## src/shared/ppl_pkg.sv

```systemverilog
// Constants, register map and carrier types for the ping-pong line transceiver.
// Function
// - Start one transmit burst every 250 us.
// - Stop listening more than guard before next burst.
// - Send 38-bit frames at 384 kbit/s.
// - Frame carries 4 D, 16 B1, 16 B2 bits.
// - Leading frame bit is always one.
// - Last bit is M; four M-bits form superframe.
// - First M position carries violation for superframe sync.
// - Third M-bit is service bit, host visible.
// - Second and fourth M-bits carry T-bit.
// - Append balance bit after M-bit violation when allowed.
// - Half-bauded AMI, ones alternate pulse polarity.
// - Violation is two same-polarity pulses in a row.
// - Timing comparator switches at 80 percent of peak.
// - Loop corrects after four same-sign phase errors.
// - Correction step 65 or 32.5 ns, reset 65.
// - Six samples per bit at 15.36 MHz spacing.
// - One when at least n samples exceed half peak.
// - Direction output shows transmit or receive.
package ppl_pkg;

  // The system clock feeds a fractional divider that yields half-ticks of 30.72 MHz.
  localparam int CLK_HZ = 250_000_000;
  localparam int HT_HZ = 30_720_000;
  localparam logic [14:0] NCO_MOD = 15'(CLK_HZ / 10_000);
  localparam logic [14:0] NCO_INC = 15'(HT_HZ / 10_000);

  localparam int PERIOD_US = 250;
  localparam logic [12:0] PERIOD_HT = 13'(PERIOD_US * (HT_HZ / 1_000_000) + PERIOD_US * 72 / 100);
  localparam int BIT_RATE = 384_000;
  localparam logic [6:0] BIT_HT = 7'(HT_HZ / BIT_RATE);
  localparam logic [6:0] PULSE_HT = 7'(HT_HZ / BIT_RATE / 2);
  localparam logic [5:0] FRAME_BITS = 6'd38;
  localparam int GUARD_NS = 5200;
  localparam logic [12:0] GUARD_HT = 13'((GUARD_NS * 3072 + 99_999) / 100_000);
  localparam int STEP_LONG_NS = 65;
  localparam int STEP_SHORT_PS = 32_500;
  localparam logic [1:0] STEP_LONG_HT = 2'((STEP_LONG_NS * 3072 + 50_000) / 100_000);
  localparam logic [1:0] STEP_SHORT_HT = 2'((STEP_SHORT_PS / 100 * 3072 + 500_000) / 1_000_000);
  localparam logic [2:0] TRACK_COUNT = 3'd4;
  localparam logic [6:0] SAMPLE_FIRST = 7'd12;
  localparam logic [6:0] SAMPLE_LAST = 7'd22;

  // Register byte offsets.
  localparam logic [4:0] REG_CTRL = 5'h00;
  localparam logic [4:0] REG_TXB = 5'h04;
  localparam logic [4:0] REG_TXD = 5'h08;
  localparam logic [4:0] REG_RXB = 5'h0c;
  localparam logic [4:0] REG_STAT = 5'h10;

  localparam logic [11:0] CTRL_RESET = 12'h0;

  // Control register fields, high bits first in the register word.
  typedef struct packed {
    logic degraded;
    logic activated;
    logic txT;
    logic txService;
    logic [1:0] ampControl;
    logic eqFilter;
    logic pllIntegral;
    logic pllStepShort;
    logic balanceEn;
    logic lineEnable;
    logic spare;
  } ppl_ctrl_t;

  typedef struct packed {
    logic [15:0] b2;
    logic [15:0] b1;
  } ppl_bdata_t;

  typedef enum logic [1:0] {ST_IDLE, ST_TX, ST_LISTEN, ST_RECV} ppl_state_t;

endpackage : ppl_pkg

```

## src/logic/ppl_line_transceiver.sv

```systemverilog
// Exchange-side ping-pong line transceiver with AMI coding and oversampling receiver.
`timescale 1ns/1ns
module ppl_line_transceiver (
  // Clock and reset
  input wire logic mclk,
  input wire logic sys_rst,
  // Avalon-MM register slave
  input wire logic [4:0] avs_address,
  input wire logic avs_read,
  input wire logic avs_write,
  input wire logic [3:0] avs_byteenable,
  input wire logic [31:0] avs_writedata,
  output logic [31:0] avs_readdata,
  output logic avs_waitrequest,
  // Line comparators
  input wire logic rxPeak80,
  input wire logic rxPos50,
  input wire logic rxNeg50,
  // Line drivers and direction
  output logic txPos,
  output logic txNeg,
  output logic lineDirTx,
  // Equalizer settings toward the analog front end
  output logic eqFilterEnable,
  output logic [1:0] ampControlSelect
);
  import ppl_pkg::*;

  // Half-tick generator.
  logic [14:0] ncoAcc_r;
  logic ht_r;
  wire logic [15:0] ncoSum = {1'b0, ncoAcc_r} + {1'b0, NCO_INC};
  wire logic ncoWrap = ncoSum >= {1'b0, NCO_MOD};
  always_ff @(posedge mclk or posedge sys_rst) begin
    if (sys_rst) begin
      ncoAcc_r <= 15'h0;
      ht_r <= 1'b0;
    end else begin
      ncoAcc_r <= ncoWrap ? 15'(ncoSum - {1'b0, NCO_MOD}) : ncoSum[14:0];
      ht_r <= ncoWrap;
    end
  end

  // Three-stage input synchronisers; a level counts once stages two and three agree.
  logic [2:0] s1_r, s2_r, s3_r, rxLvl_r, rxLvlOld_r;
  always_ff @(posedge mclk or posedge sys_rst) begin
    if (sys_rst) begin
      s1_r <= 3'h0;
      s2_r <= 3'h0;
      s3_r <= 3'h0;
      rxLvl_r <= 3'h0;
      rxLvlOld_r <= 3'h0;
    end else begin
      s1_r <= {rxNeg50, rxPos50, rxPeak80};
      s2_r <= s1_r;
      s3_r <= s2_r;
      rxLvl_r <= (s3_r & (s2_r ~^ s3_r)) | (rxLvl_r & (s2_r ^ s3_r));
      rxLvlOld_r <= rxLvl_r;
    end
  end

  // A comparator edge lasts one clock but is consumed on a half-tick, so it is held until the next one.
  logic peakHold_r;
  wire logic peakRise = rxLvl_r[0] & ~rxLvlOld_r[0];
  always_ff @(posedge mclk or posedge sys_rst) begin
    if (sys_rst) begin
      peakHold_r <= 1'b0;
    end else begin
      peakHold_r <= ~ht_r & (peakHold_r | peakRise);
    end
  end
  wire logic peakEdge = peakRise | peakHold_r;
  wire logic pos50 = rxLvl_r[1];
  wire logic neg50 = rxLvl_r[2];

  // Registers.
  ppl_ctrl_t ctrl_r;
  ppl_bdata_t txB_r, rxB_r;
  logic [3:0] txD_r, rxD_r;
  logic [31:0] rdata_r;
  logic wait_r;
  logic rxSync_r, rxService_r, rxT_r;
  logic [1:0] rxSfPos_r;
  logic [7:0] rxFrames_r;

  function automatic logic [31:0] mergeBytes(input logic [31:0] old, input logic [31:0] nw, input logic [3:0] be);
    logic [31:0] res;
    res = old;
    for (int i = 0; i < 4; i++) begin
      if (be[i]) begin
        res[i*8 +: 8] = nw[i*8 +: 8];
      end
    end
    return res;
  endfunction : mergeBytes

  wire logic busReq = avs_read | avs_write;
  wire logic busDone = busReq & ~wait_r;
  wire logic wrCtrl = busDone & avs_write & (avs_address == REG_CTRL);
  wire logic wrTxB = busDone & avs_write & (avs_address == REG_TXB);
  wire logic wrTxD = busDone & avs_write & (avs_address == REG_TXD);
  wire logic [31:0] statWord = {8'h0, rxFrames_r, 6'h0, lineDirTx, rxT_r, rxService_r, rxSync_r, rxSfPos_r, rxD_r};
  wire logic [31:0] readMux =
    (avs_address == REG_CTRL) ? {20'h0, ctrl_r} :
    (avs_address == REG_TXB) ? txB_r :
    (avs_address == REG_TXD) ? {28'h0, txD_r} :
    (avs_address == REG_RXB) ? rxB_r :
    (avs_address == REG_STAT) ? statWord : 32'h0;
  wire logic [31:0] ctrlMerged = mergeBytes({20'h0, ctrl_r}, avs_writedata, avs_byteenable);
  wire logic [31:0] txBMerged = mergeBytes(txB_r, avs_writedata, avs_byteenable);

  // Every access takes one wait cycle: waitrequest drops in the cycle after the request appears.
  always_ff @(posedge mclk or posedge sys_rst) begin
    if (sys_rst) begin
      wait_r <= 1'b1;
      rdata_r <= 32'h0;
    end else begin
      wait_r <= ~(busReq & wait_r);
      if (busReq & wait_r) begin
        rdata_r <= readMux;
      end
    end
  end

  always_ff @(posedge mclk or posedge sys_rst) begin
    if (sys_rst) begin
      ctrl_r <= CTRL_RESET;
      txB_r <= 32'h0;
      txD_r <= 4'h0;
    end else begin
      if (wrCtrl) begin
        ctrl_r <= ctrlMerged[11:0];
      end
      if (wrTxB) begin
        txB_r <= txBMerged;
      end
      if (wrTxD && avs_byteenable[0]) begin
        txD_r <= avs_writedata[3:0];
      end
    end
  end
  wire logic [2:0] oversample_window = avs_writedata[2:0];

  // Burst period sequencer.
  ppl_state_t st_r;
  logic [12:0] perCnt_r;
  wire logic perEnd = perCnt_r == PERIOD_HT - 13'd1;
  // Reception closes a guard time before the period ends, so a late reply never meets our next burst.
  wire logic listenClose = perCnt_r == PERIOD_HT - GUARD_HT - 13'd1;

  // Transmitter state.
  logic [6:0] txPh_r;
  logic [5:0] txIdx_r;
  logic [1:0] txSfPos_r;
  logic lastPol_r, txMark_r, txPolCur_r, dcThis_r;
  wire logic txMbit = (txSfPos_r == 2'd0) ? 1'b1 : (txSfPos_r == 2'd2) ? ctrl_r.txService : ctrl_r.txT;
  // Bits leave from the top of this word; the balance bit follows as an ordinary one.
  wire logic [37:0] txFrame = {1'b1, txB_r.b1[15:8], txB_r.b2[15:8], txD_r[3:2],
    txB_r.b1[7:0], txB_r.b2[7:0], txD_r[1:0], txMbit};
  wire logic txCv = (txIdx_r == FRAME_BITS - 6'd1) & (txSfPos_r == 2'd0);
  wire logic [5:0] txLen = dcThis_r ? FRAME_BITS + 6'd1 : FRAME_BITS;
  wire logic txBitVal = (txIdx_r < FRAME_BITS) ? txFrame[6'd37 - txIdx_r] : 1'b1;
  wire logic txPolNext = txCv ? lastPol_r : ~lastPol_r;
  wire logic txLastBit = (txPh_r == BIT_HT - 7'd1) & (txIdx_r == txLen - 6'd1);
  wire logic dcWanted = ctrl_r.balanceEn & (ctrl_r.activated | ctrl_r.degraded) & (txSfPos_r == 2'd0);
  wire logic pulseOn = (st_r == ST_TX) & txMark_r & (txPh_r > 7'd0) & (txPh_r <= PULSE_HT);

  // Receiver state.
  logic [6:0] rxPh_r;
  logic [5:0] rxIdx_r;
  logic [2:0] smpCnt_r, posCnt_r, trackCnt_r;
  logic trackSign_r, rxLastPol_r;
  logic [37:0] rxShift_r;
  // The window setting is write-only and keeps its last value; a zero setting still asks for one sample.
  logic [2:0] owinStore_r;
  wire logic [2:0] owinN = 3'(owinStore_r * 3'd2);
  wire logic [2:0] needN = (owinN == 3'd0) ? 3'd1 : owinN;
  // Samples sit mid-pulse, so a full phase step either way still leaves all six on the pulse.
  wire logic inSample = (rxPh_r >= SAMPLE_FIRST) & (rxPh_r <= SAMPLE_LAST) & ~rxPh_r[0];
  wire logic [2:0] smpNew = smpCnt_r + 3'((pos50 | neg50) & inSample);
  wire logic [2:0] posNew = posCnt_r + 3'(pos50 & inSample);
  wire logic bitOne = smpCnt_r >= needN;
  wire logic bitPol = posCnt_r >= (smpCnt_r - posCnt_r);
  wire logic rxCvNow = bitOne & (bitPol == rxLastPol_r);
  // A pulse edge in the first half of the cell is late, one in the second half early.
  wire logic errLate = peakEdge & (rxPh_r != 7'd0) & (rxPh_r < PULSE_HT);
  wire logic errEarly = peakEdge & (rxPh_r >= PULSE_HT);
  wire logic errSign = errLate;
  wire logic [2:0] trackNext = (errSign == trackSign_r) ? trackCnt_r + 3'd1 : 3'd1;
  wire logic doAdjust = (errLate | errEarly) & (trackNext == TRACK_COUNT);
  wire logic [1:0] stepHt = ctrl_r.pllStepShort ? STEP_SHORT_HT : STEP_LONG_HT;
  wire logic [7:0] phSum = {1'b0, rxPh_r} + 8'd1 + (doAdjust & errEarly ? {6'h0, stepHt} : 8'h0)
    - (doAdjust & errLate ? {6'h0, stepHt} : 8'h0);
  wire logic phWrap = ~phSum[7] & (phSum >= {1'b0, BIT_HT});
  wire logic phUnder = phSum[7];
  wire logic [37:0] rxFrameNew = {rxShift_r[36:0], bitOne};
  wire logic rxFrameDone = phWrap & (rxIdx_r == FRAME_BITS - 6'd1);

  always_ff @(posedge mclk or posedge sys_rst) begin
    if (sys_rst) begin
      owinStore_r <= 3'h0;
    end else if (wrCtrl && avs_byteenable[1]) begin
      owinStore_r <= oversample_window;
    end
  end

  always_ff @(posedge mclk or posedge sys_rst) begin
    if (sys_rst) begin
      st_r <= ST_IDLE;
      perCnt_r <= 13'h0;
    end else if (ht_r) begin
      // A disabled line parks the count at the period end, so enabling launches a burst at the next half-tick.
      if (!ctrl_r.lineEnable) begin
        perCnt_r <= PERIOD_HT - 13'd1;
      end else begin
        perCnt_r <= perEnd ? 13'h0 : perCnt_r + 13'd1;
      end
      unique case (st_r)
        ST_IDLE: if (perEnd && ctrl_r.lineEnable) st_r <= ST_TX;
        ST_TX: if (txLastBit) st_r <= ST_LISTEN;
        ST_LISTEN: begin
          if (listenClose || perEnd) st_r <= ST_IDLE;
          else if (peakEdge) st_r <= ST_RECV;
        end
        ST_RECV: if (listenClose || perEnd || rxFrameDone) st_r <= ST_IDLE;
      endcase
    end
  end

  always_ff @(posedge mclk or posedge sys_rst) begin
    if (sys_rst) begin
      txPh_r <= 7'h0;
      txIdx_r <= 6'h0;
      txSfPos_r <= 2'h0;
      lastPol_r <= 1'b0;
      txMark_r <= 1'b0;
      txPolCur_r <= 1'b0;
      dcThis_r <= 1'b0;
    end else if (ht_r) begin
      if (st_r != ST_TX) begin
        txPh_r <= 7'h0;
        txIdx_r <= 6'h0;
        txMark_r <= 1'b0;
        dcThis_r <= dcWanted;
      end else begin
        txPh_r <= (txPh_r == BIT_HT - 7'd1) ? 7'h0 : txPh_r + 7'd1;
        if (txPh_r == BIT_HT - 7'd1) txIdx_r <= txIdx_r + 6'd1;
        if (txPh_r == 7'h0) begin
          txMark_r <= txBitVal;
          if (txBitVal) begin
            txPolCur_r <= txPolNext;
            lastPol_r <= txPolNext;
          end
        end
        if (txLastBit) txSfPos_r <= txSfPos_r + 2'd1;
      end
    end
  end

  always_ff @(posedge mclk or posedge sys_rst) begin
    if (sys_rst) begin
      txPos <= 1'b0;
      txNeg <= 1'b0;
      lineDirTx <= 1'b0;
      eqFilterEnable <= 1'b0;
      ampControlSelect <= 2'h0;
    end else begin
      // The pulse covers only the first half of the bit cell.
      txPos <= pulseOn & txPolCur_r;
      txNeg <= pulseOn & ~txPolCur_r;
      lineDirTx <= st_r == ST_TX;
      eqFilterEnable <= ctrl_r.eqFilter;
      ampControlSelect <= ctrl_r.ampControl;
    end
  end

  // Receive timing loop and majority decision.
  always_ff @(posedge mclk or posedge sys_rst) begin
    if (sys_rst) begin
      rxPh_r <= 7'h0;
      rxIdx_r <= 6'h0;
      smpCnt_r <= 3'h0;
      posCnt_r <= 3'h0;
      trackCnt_r <= 3'h0;
      trackSign_r <= 1'b0;
      rxLastPol_r <= 1'b0;
      rxShift_r <= 38'h0;
    end else if (ht_r) begin
      if (st_r != ST_RECV) begin
        rxPh_r <= 7'd1;
        rxIdx_r <= 6'h0;
        smpCnt_r <= 3'h0;
        posCnt_r <= 3'h0;
        if (!ctrl_r.pllIntegral) trackCnt_r <= 3'h0;
      end else begin
        rxPh_r <= phWrap ? 7'(phSum - {1'b0, BIT_HT}) : phUnder ? 7'(phSum + {1'b0, BIT_HT}) : phSum[6:0];
        if (errLate | errEarly) begin
          trackSign_r <= errSign;
          trackCnt_r <= doAdjust ? 3'h0 : trackNext;
        end
        smpCnt_r <= phWrap ? 3'h0 : smpNew;
        posCnt_r <= phWrap ? 3'h0 : posNew;
        if (phWrap) begin
          rxIdx_r <= rxIdx_r + 6'd1;
          rxShift_r <= rxFrameNew;
          if (bitOne) rxLastPol_r <= bitPol;
        end
      end
    end
  end

  // Frame unpacking and superframe tracking.
  always_ff @(posedge mclk or posedge sys_rst) begin
    if (sys_rst) begin
      rxB_r <= 32'h0;
      rxD_r <= 4'h0;
      rxSfPos_r <= 2'h0;
      rxSync_r <= 1'b0;
      rxService_r <= 1'b0;
      rxT_r <= 1'b0;
      rxFrames_r <= 8'h0;
    end else if (ht_r && st_r == ST_RECV && rxFrameDone) begin
      rxB_r.b1 <= {rxFrameNew[36:29], rxFrameNew[18:11]};
      rxB_r.b2 <= {rxFrameNew[28:21], rxFrameNew[10:3]};
      rxD_r <= {rxFrameNew[20:19], rxFrameNew[2:1]};
      rxFrames_r <= rxFrames_r + 8'd1;
      // The count names the place of the frame to come, so a violation frame leaves it at one.
      if (rxCvNow) begin
        rxSfPos_r <= 2'd1;
        rxSync_r <= 1'b1;
      end else begin
        rxSfPos_r <= rxSfPos_r + 2'd1;
        if (rxSfPos_r == 2'd0) rxSync_r <= 1'b0;
        if (rxSfPos_r == 2'd2) rxService_r <= bitOne;
        if (rxSfPos_r[0]) rxT_r <= bitOne;
      end
    end
  end

  assign avs_readdata = rdata_r;
  assign avs_waitrequest = wait_r;

endmodule : ppl_line_transceiver

```

## config.mk

```make
export PLATFORM = sky130hd
export DESIGN_NAME = ppl_line_transceiver
export DESIGN_NICKNAME = d
export VERILOG_FILES = /design/src/shared/ppl_pkg.sv /design/src/logic/ppl_line_transceiver.sv
export SDC_FILE = /design/constraint.sdc
export NUM_CORES = 1
export LEC_CHECK = 0
export BUFFER_PORTS_ARGS = -buffer_cell sky130_fd_sc_hd__buf_2
export CORE_AREA = 2 2 177 179
export CTS_BUF_LIST = sky130_fd_sc_hd__clkbuf_4 sky130_fd_sc_hd__clkbuf_8
export DETAILED_ROUTE_END_ITERATION = 10
export DIE_AREA = 0 0 179 181
export HOLD_SLACK_MARGIN = 0.15
export PLACE_DENSITY = 0.66
export SKIP_LAST_GASP = 1
export SYNTH_ARGS = -nofsm -noshare
export SYNTH_HDL_FRONTEND = slang
export SYNTH_SLANG_ARGS = --single-unit
```

## constraint.sdc

```tcl
create_clock -name mclk -period 9.9 [get_ports mclk]
set_input_delay 1.98 -clock mclk [delete_from_list [all_inputs] [get_ports mclk]]
set_output_delay 1.98 -clock mclk [all_outputs]
set_load 0.005 [all_outputs]
```

; After elaboration in Yosys (flattened, before gate mapping)
; Index checks and enable logic that the tools add are counted.
[classes]
addsub = 20
magnitude_cmp = 12
eq_ne = 25
n_mux = 48
bitwise = 51
reduce_logical = 39
[ops]
columns = cell, n
row1 = 32-bit two-way mux, 4
row2 = 7-bit two-way mux, 5
row3 = 1-bit bitwise AND, 30
row4 = 3-bit two-way mux, 10
row5 = 13-bit == test (second input constant), 2
row6 = 13-bit two-way mux, 2
row7 = 24-bit two-way mux, 1
row8 = 6-bit two-way mux, 4
row9 = 2-bit AND reduction, 11
row10 = 2-bit two-way mux, 9
row11 = 3-bit AND reduction, 6
row12 = 15-bit by 12-bit adder with 16-bit output (second input constant), 1
row13 = 16-bit by 15-bit greater-or-equal comparator with 1-bit output (second input constant), 1
row14 = 15-bit two-way mux, 1
row15 = 15-bit subtractor (second input constant), 1
row16 = 13-bit by 1-bit adder with 13-bit output (second input constant), 1
row17 = 6-bit by 1-bit adder with 6-bit output (second input constant), 2
row18 = 6-bit == test (second input constant), 2
row19 = 1-bit NOT, 11
row20 = 5-bit by 4-bit == test with 1-bit output (second input constant), 2
row21 = 1-bit two-way mux, 10
row22 = 2-bit != test (second input constant), 5
row23 = 5-bit AND reduction, 2
row24 = 2-bit nonzero test, 5
row25 = 48 further kinds, 67
[word_totals]
regBits = 261
out_inout_bits = 39

; Longest topological paths before layout
; Gate-level depths: netlist (run 1).
[logic_depth]
depth_word = 19
ltp_mapped = 29
depth_no_buf = 25

; Worst setup path before layout (run 1)
; OpenSTA, ideal clock, no wires.
[synth_path]
path_type = register -> register
from = register rxPh_r[6]
to = register rxLastPol_r
setup_time_ns = 0.127
arrival_ns = 5.262
path_slack_ns = 4.510
stages_incl_launch_ff = 26
path_buffers = 2
cell_sequence = dfrtp_1 -> clkbuf_1 -> inv_1 -> ha_1 -> nor2b_1 -> nor2_1 -> a31o_2 -> nand2b_1 -> o21bai_1 -> or3_1 -> fa_1 -> ha_1 -> o2111ai_1 -> nor2_1 -> a21boi_0 -> o31ai_1 -> xor2_1 -> ha_1 -> nand4b_1 -> nor4_1 -> mux2i_1 -> a31oi_2 -> and4_1 -> buf_2 -> and2_1 -> mux2_1
[synth_via]
elab_chain_len = 14
elab_cells_between_ends = 22
[synth_lines]
columns = item, line
row1 = "start, declared", ppl_line_transceiver.sv:169  ; logic [6:0] rxPh_r;
row2 = "start signal, assigned", ppl_line_transceiver.sv:296  ; rxPh_r <= phWrap ? 7'(phSum - {1'b0, BIT_HT}) : phUnder ? 7'(phSum + {1'b0, BIT_HT}) : phSum[6:0];
row3 = branches (longest 10 deep; another with 8-bit by 2-bit adder with 8-bit output), --
row4 = 8-bit by 2-bit subtractor with 8-bit output *, ppl_line_transceiver.sv:193  ; - (doAdjust & errLate ? {6'h0, stepHt} : 8'h0);
row5 = 8-bit by 7-bit greater-or-equal comparator with 1-bit output / 1-bit NOT (equally long branches), ppl_line_transceiver.sv:194  ; wire logic phWrap = ~phSum[7] & (phSum >= {1'b0, BIT_HT});
row6 = 1-bit bitwise AND *, ppl_line_transceiver.sv:194
row7 = 4-bit AND reduction (no line) *, --
row8 = "end signal, assigned", ppl_line_transceiver.sv:306  ; if (bitOne) rxLastPol_r <= bitPol;
row9 = "end, declared", ppl_line_transceiver.sv:172  ; logic trackSign_r, rxLastPol_r;
; Mark *: on every way between the ends.
; A chain may end at the register's enable or synchronous reset.

; Worst setup path after layout (run 1)
[layout_path]
from = register rxPh_r[4]
to = register rxIdx_r[1]
[layout_via]
elab_chain_len = 15
elab_cells_between_ends = 23
[layout_lines]
columns = item, line
row1 = branches (longest 10 deep; another with 8-bit by 2-bit adder with 8-bit output), --
row2 = 8-bit by 2-bit subtractor with 8-bit output *, ppl_line_transceiver.sv:193
row3 = 8-bit by 7-bit greater-or-equal comparator with 1-bit output / 1-bit NOT (equally long branches), ppl_line_transceiver.sv:194
row4 = 1-bit bitwise AND *, ppl_line_transceiver.sv:194
row5 = 2-bit nonzero test (no line) *, --
row6 = 2-bit AND reduction (no line) *, --
row7 = "end signal, assigned", ppl_line_transceiver.sv:304  ; rxIdx_r <= rxIdx_r + 6'd1;
row8 = "end, declared", ppl_line_transceiver.sv:170  ; logic [5:0] rxIdx_r;
; Marked as above.

==> results of run 1 <==
final timing paths:
| check | from | endpoint | slack [ps] |
|---|---|---|---|
| max reg2reg | rxPh_r[4] | rxIdx_r[1] | 3620 |
| max in group asynchronous | sys_rst | rxB_r[8] | 6700 |
| min in group asynchronous | sys_rst | s1_r[0] | 1530 |
| min | s1_r[2] | s2_r[2] | 350 |
| max | rxPh_r[4] | rxIdx_r[1] | 3620 |
| min reg2reg | s1_r[2] | s2_r[2] | 350 |
cell families (layout without fill, tap and decap cells):
kind of cell	Yosys count	in the layout	synth area share
flops	258	258	0.509
mux	143	143	0.132
simple gates	279	279	0.111
compound gates	245	245	0.133
fa+ha+maj	55	55	0.0560
xor+xnor	37	37	0.0255
other cells	0	1	0
buf+inv	107	230	0.0338
critical path: cells and delay by family, from the launching register on:
kind            cells  cell delay (ps)
fa+ha+maj           4             1090
buf+inv             1              190
flops               1              420
simple gates        8             1800
xor+xnor            1              330
compound gates      9             2130
mux                 1              170
power by group:
group          internal [mW]  total, mW  switching, mW
Combinational         0.0599      0.155         0.0949
Sequential              1.09       1.12         0.0316
Clock                  0.655       1.11          0.454
sequential cells by signal, summed over array words and instances (netlist names), 4 cells and up:
register      cells
avs_readdata     32
ctrl_r           12
ncoAcc_r         12
perCnt_r         13
rxB_r            32
rxD_r             4
rxFrames_r        8
rxIdx_r           6
rxPh_r            7
rxShift_r        36
txB_r            32
txD_r             4
txIdx_r           6
txPh_r            7
cell usage after synthesis, types with 4 or more instances:
cell | count | area share
dfrtp_1 | 257 | 0.51
mux2_2 | 108 | 0.096
nand2_1 | 95 | 0.028
o21ai_0 | 78 | 0.031
ha_1 | 52 | 0.051
inv_1 | 52 | 0.015
nor2_1 | 40 | 0.012
clkbuf_1 | 37 | 0.011
nand3_1 | 33 | 0.013
xnor2_1 | 27 | 0.019
a21oi_1 | 26 | 0.010
a22o_1 | 20 | 0.014
and3_1 | 19 | 0.0094
mux2_1 | 19 | 0.017
nand2b_1 | 15 | 0.0074
a22oi_1 | 13 | 0.0077
nor3_1 | 13 | 0.0051
o22ai_1 | 13 | 0.0064
a222oi_1 | 12 | 0.0095
nand4_1 | 11 | 0.0054
buf_2 | 10 | 0.0039
or3_1 | 10 | 0.0049
xor2_1 | 10 | 0.0069
a21o_1 | 9 | 0.0053
mux2i_1 | 9 | 0.0071
nor2b_1 | 9 | 0.0044
nor4_1 | 8 | 0.0039
a221oi_1 | 7 | 0.0048
a31oi_1 | 7 | 0.0035
mux4_2 | 7 | 0.012
o211ai_1 | 7 | 0.0041
o31ai_1 | 7 | 0.0041
and2_1 | 6 | 0.0030
o2111ai_1 | 6 | 0.0041
a32o_1 | 5 | 0.0039
buf_1 | 5 | 0.0015
nand3b_1 | 5 | 0.0030
and4_1 | 4 | 0.0028
per-stage QoR:
step           hold WS [ps]  instances  power (mW)  instance area [µm²]  utilization
2_1_floorplan           331       1124        1.24                12700            -
3_3_place_gp            334       1561        1.29                13500        0.444
3_5_place_dp            335       1561        1.29                13500        0.444
4_1_cts                 350       1643        2.41                14500        0.479
5_1_grt                 352       1643        2.49                14500        0.479
6_report                349       1644        2.38                14500        0.479
metal layers:
layer | global-route usage | vias up
met5 | 0 | -
met4 | 0.0631 | 0
met3 | 0.0326 | 61
met2 | 0.297 | 207
met1 | 0.253 | 4523
li1 | - | 4286
area by class of cell:
cell class / instances / area [µm²]
timing repair buffer: 95 / 498
tap: 396 / 495
fill: 2786 / 15800
clock buffer: 71 / 890
multi-input combinational: 759 / 5830
inverter: 53 / 206
clock inverter: 11 / 154
sequential: 258 / 6460
antenna: 1 / 2.50
==> flow_summary.ini, run 1 <==
[clock_network]
postCtsResizedCells = 0
cts_tree = built
clk_pin_slew_worst_paths_ps = 60
cts_sinks = 258
clockBufferDepth = 3
postCtsHoldBufs = 0
clk_latency_ps = 570
cts-root-buf = clkbuf_8
numCtsBuffers = 46
postCtsSetupBuffers = 0
h-tree-depth = 2

[logic_synthesis]
syn_avg_cell_area_um2 = 11.3
synth.net_count = 1227
synth_flop_cell = dfrtp_1
async_flop_share = 1.00
synth_seq_cells = 258
synth-edff-count = 0
synthCells = 1124
synth_cell_types = 73
yosysWarnings = 0
synthesis.area_um2 = 12700
ys_seq_area_frac = 0.509

[placed_design]
numPortBuffers = 86
dp_hpwl_mm = 20.0
place_congestion = 0.858
pre_cts_slack_ps = 3720

[floorplan]
io_pins = 87
rows = 64
die-area_um2 = 32400
start_util = 0.418
dieWidth_um = 179
coreArea_um2 = 30300
die_h_um = 181

[setup_path]
cp.arrival_ps = 6680
crit_type = register to register
crit_chain = inv_1 > ha_1 > nor4bb_2 > a311oi_2 > nor2_1 > a31o_2 > nand2b_1 > o21bai_1 > or3_1 > fa_1 > ha_1 > o2111ai_1 > nor2_1 > a21boi_0 > o31ai_1 > xor2_1 > ha_1 > nand4b_1 > nor4_1 > mux2i_1 > a31oi_2 > nand3_1 > a31oi_1 > o22ai_1
cp_common_cell = ha_1
cp_slowest_stage_delay_ps = 540
end_kind = register
rr_worst_depth = 24
critPathLaunchType = register
cp_max_fo = 10
worstPathRequired_ps = 10300
critPathSlowestCell = a31oi_1

[power]
power_density_nw_per_um2 = 164
leakage_nw = 6.91
peakVddDrop_uv = 90.0

[global_route]
antenna_found_initial = 1
grt_pass1_wl_mm = 48.4
grt-ovfl-total = 0
grt_util_all_layers = 0.185
first_global_vias = 9123
grt_start_max_net_pins = 117

[timing]
max_freq_ghz = 0.159
finalCritPeriodShare = 0.634
fin_ws_ps = 3620
hold_viol_final = 0
worst_pin_slew_ps = 1240
maxSlewHeadroom = 0.176
period_needed_ps = 6280
drv_slew = 0
rsz0062_at_grt = false
skew_ps = 37.1
setup-violations-final = 0
fin_setup_tns_ps = 0

[run]
drv_cap = 0

[detailed_routing]
dr.pass1.iters = 5
num_vias = 9077
post_drt_wl_per_cell_um = 17.7
drt_wl_total_mm = 29.2
met2_length_mm = 13.6
highest-signal-layer = met4
dr_wl_met3_mm = 1.37
ant_nets = 0
viasPerCell = 5.52
drc_errors = 0
dr.first_iter.drc_count = 622
wl_met1_mm = 13.4

[min_path]
min_path_type = register to register
hold_depth = 0

[run_status]
status = complete, no violations

[cells_and_area]
area_growth_syn_to_layout_pct = 14.5
drive_gt1_frac = 0.247
layout.cells.most_common = dfrtp_1
final_nets = 1316
layout_common_cells = 257 x dfrtp_1, 108 x mux2_2, 95 x nand2_1, 86 x buf_2, 78 x o21ai_0
Note: power is estimated with default switching activity, not from simulation.
==> inputs of run 2 (changes only) <==
clock period = 6.2 ns   (was 9.9 ns; I/O delays follow)
==> flow_summary.ini, run 2 (same netlist as run 1, synthesis figures left out) <==
[setup_path]
worstReg2RegEnd = rxShift_r[1]
r2r_slack_ps = 380
crit_buf_inv = 3
rr_worst_depth = 25
cp.depth = 25
cp_common_cell = ha_1
r2r_start = rxPh_r[4]
critPathSlowestCell = fa_1
crit_type = register to register
crit_family = simple AND/OR/NAND/NOR gates
cp_slowest_stage_delay_ps = 430
cp_max_fo = 6
endpoint = rxShift_r[1]
cp.arrival_ps = 6240
crit_start = rxPh_r[4]
critPathLaunchType = register
end_kind = register
worstPathRequired_ps = 6620

[clock_network]
cts_sinks = 258
clk_latency_ps = 570
clk_pin_slew_worst_paths_ps = 60
h-tree-depth = 2
clockBufferDepth = 3
numCtsBuffers = 44
cts-root-buf = clkbuf_8
cts_tree = built

[placed_design]
dp_hpwl_mm = 19.8
place_congestion = 0.914
numPortBuffers = 86
dp.cells = 1564

[timing]
worst_pin_slew_ps = 1180
drv_slew = 0
period_needed_ps = 5820
fin_setup_tns_ps = 0
hold_viol_final = 0
maxSlewHeadroom = 0.212
skew_ps = 36.4
finalCritPeriodShare = 0.939
setup-violations-final = 0
max_freq_ghz = 0.172

[detailed_routing]
ant_nets = 0
post_drt_wl_per_cell_um = 17.7
viasPerCell = 5.49
drc_errors = 0
num_vias = 9093
dr.pass1.iters = 6
drt_wl_total_mm = 29.3
dr.first_iter.drc_count = 575

[floorplan]
io_pins = 87
dieWidth_um = 179
die_h_um = 181
coreArea_um2 = 30300
rows = 64
start_util = 0.418
die-area_um2 = 32400

[power]
power_density_nw_per_um2 = 254
switching_share = 0.243
clock_power_share = 0.455
leakage_nw = 7.00
seq_power_share = 0.478
switchingPower_mw = 0.908
p_int_mw = 2.83
combPwrFrac = 0.067
peakVddDrop_uv = 135

[cells_and_area]
layout_common_cells = 256 x dfrtp_1, 108 x mux2_2, 95 x nand2_1, 86 x buf_2, 78 x o21ai_0
area_growth_syn_to_layout_pct = 16.1
regMostFlops = rxShift_r
drive_gt1_frac = 0.257
fin_util = 0.486
final_nets = 1327
largest_reg_flops = 36
layout.cells.most_common = dfrtp_1
layout.cells.non_filler = 1655

[global_route]
grt_util_all_layers = 0.182
antenna_found_initial = 3
grt_start_max_net_pins = 136
grt_pass1_wl_mm = 47.5
grt-ovfl-total = 0
first_global_vias = 9187

[min_path]
min_path_type = register to register
hold_depth = 0

[run_status]
status = complete, no violations

[run]
drv_cap = 0
-- run 2: metal layers --
| metal | vias to the layer above | wire length (µm) | GRT usage |
|---|---|---|---|
| met5 | - | 13 | 0 |
| met1 | 4519 | 13400 | 0.250 |
| met4 | 2 | 685 | 0.0569 |
| li1 | 4325 | - | - |
| met2 | 193 | 13800 | 0.290 |
| met3 | 54 | 1340 | 0.0335 |
-- run 2: power groups by stage --
stage	combinational (mW)	clock, mW	sequential (mW)
4_1_cts	0.254	1.75	1.79
3_3_place_gp	0.247	0	1.81
5_1_grt	0.284	1.83	1.79
3_5_place_dp	0.252	0	1.82
2_1_floorplan	0.179	0	1.80
6_report	0.249	1.70	1.79
-- run 2: repair_timing --
action,in CTS,in global routing
gates resized for setup,0,10
setup buffers,0,8
hold buffers,0,0
endpoints found under the setup margin,0,73
-- run 2: worst min-delay path by stage --
stage | start | to | slack (ps)
detailed placement | s1_r[1] | s2_r[1] | 340
finish | s1_r[1] | s2_r[1] | 350
CTS | s1_r[1] | s2_r[1] | 350
global placement | s1_r[2] | s2_r[2] | 330
global route | s1_r[1] | s2_r[1] | 360
floorplan | s1_r[0] | s2_r[0] | 330
-- run 2: cell type report --
class | instances | area [µm²]
antenna | 2 | 5.00
clock buffer | 69 | 881
clock inverter | 10 | 126
fill | 2742 | 15600
inverter | 53 | 203
multi-input combinational | 759 | 5870
sequential | 258 | 6460
tap | 396 | 495
timing repair buffer | 108 | 693
-- run 2: metrics by stage --
step / power, mW / hold WS, ps / setup WS (ps) / cell area [µm²]
after floorplan: 1.97 / 331 / 810 / 12700
after global placement: 2.06 / 333 / 439 / 13500
after detailed placement: 2.07 / 342 / 249 / 13500
after CTS: 3.79 / 355 / 214 / 14500
after global routing: 3.91 / 360 / -58.6 / 14700
final: 3.74 / 351 / 376 / 14700
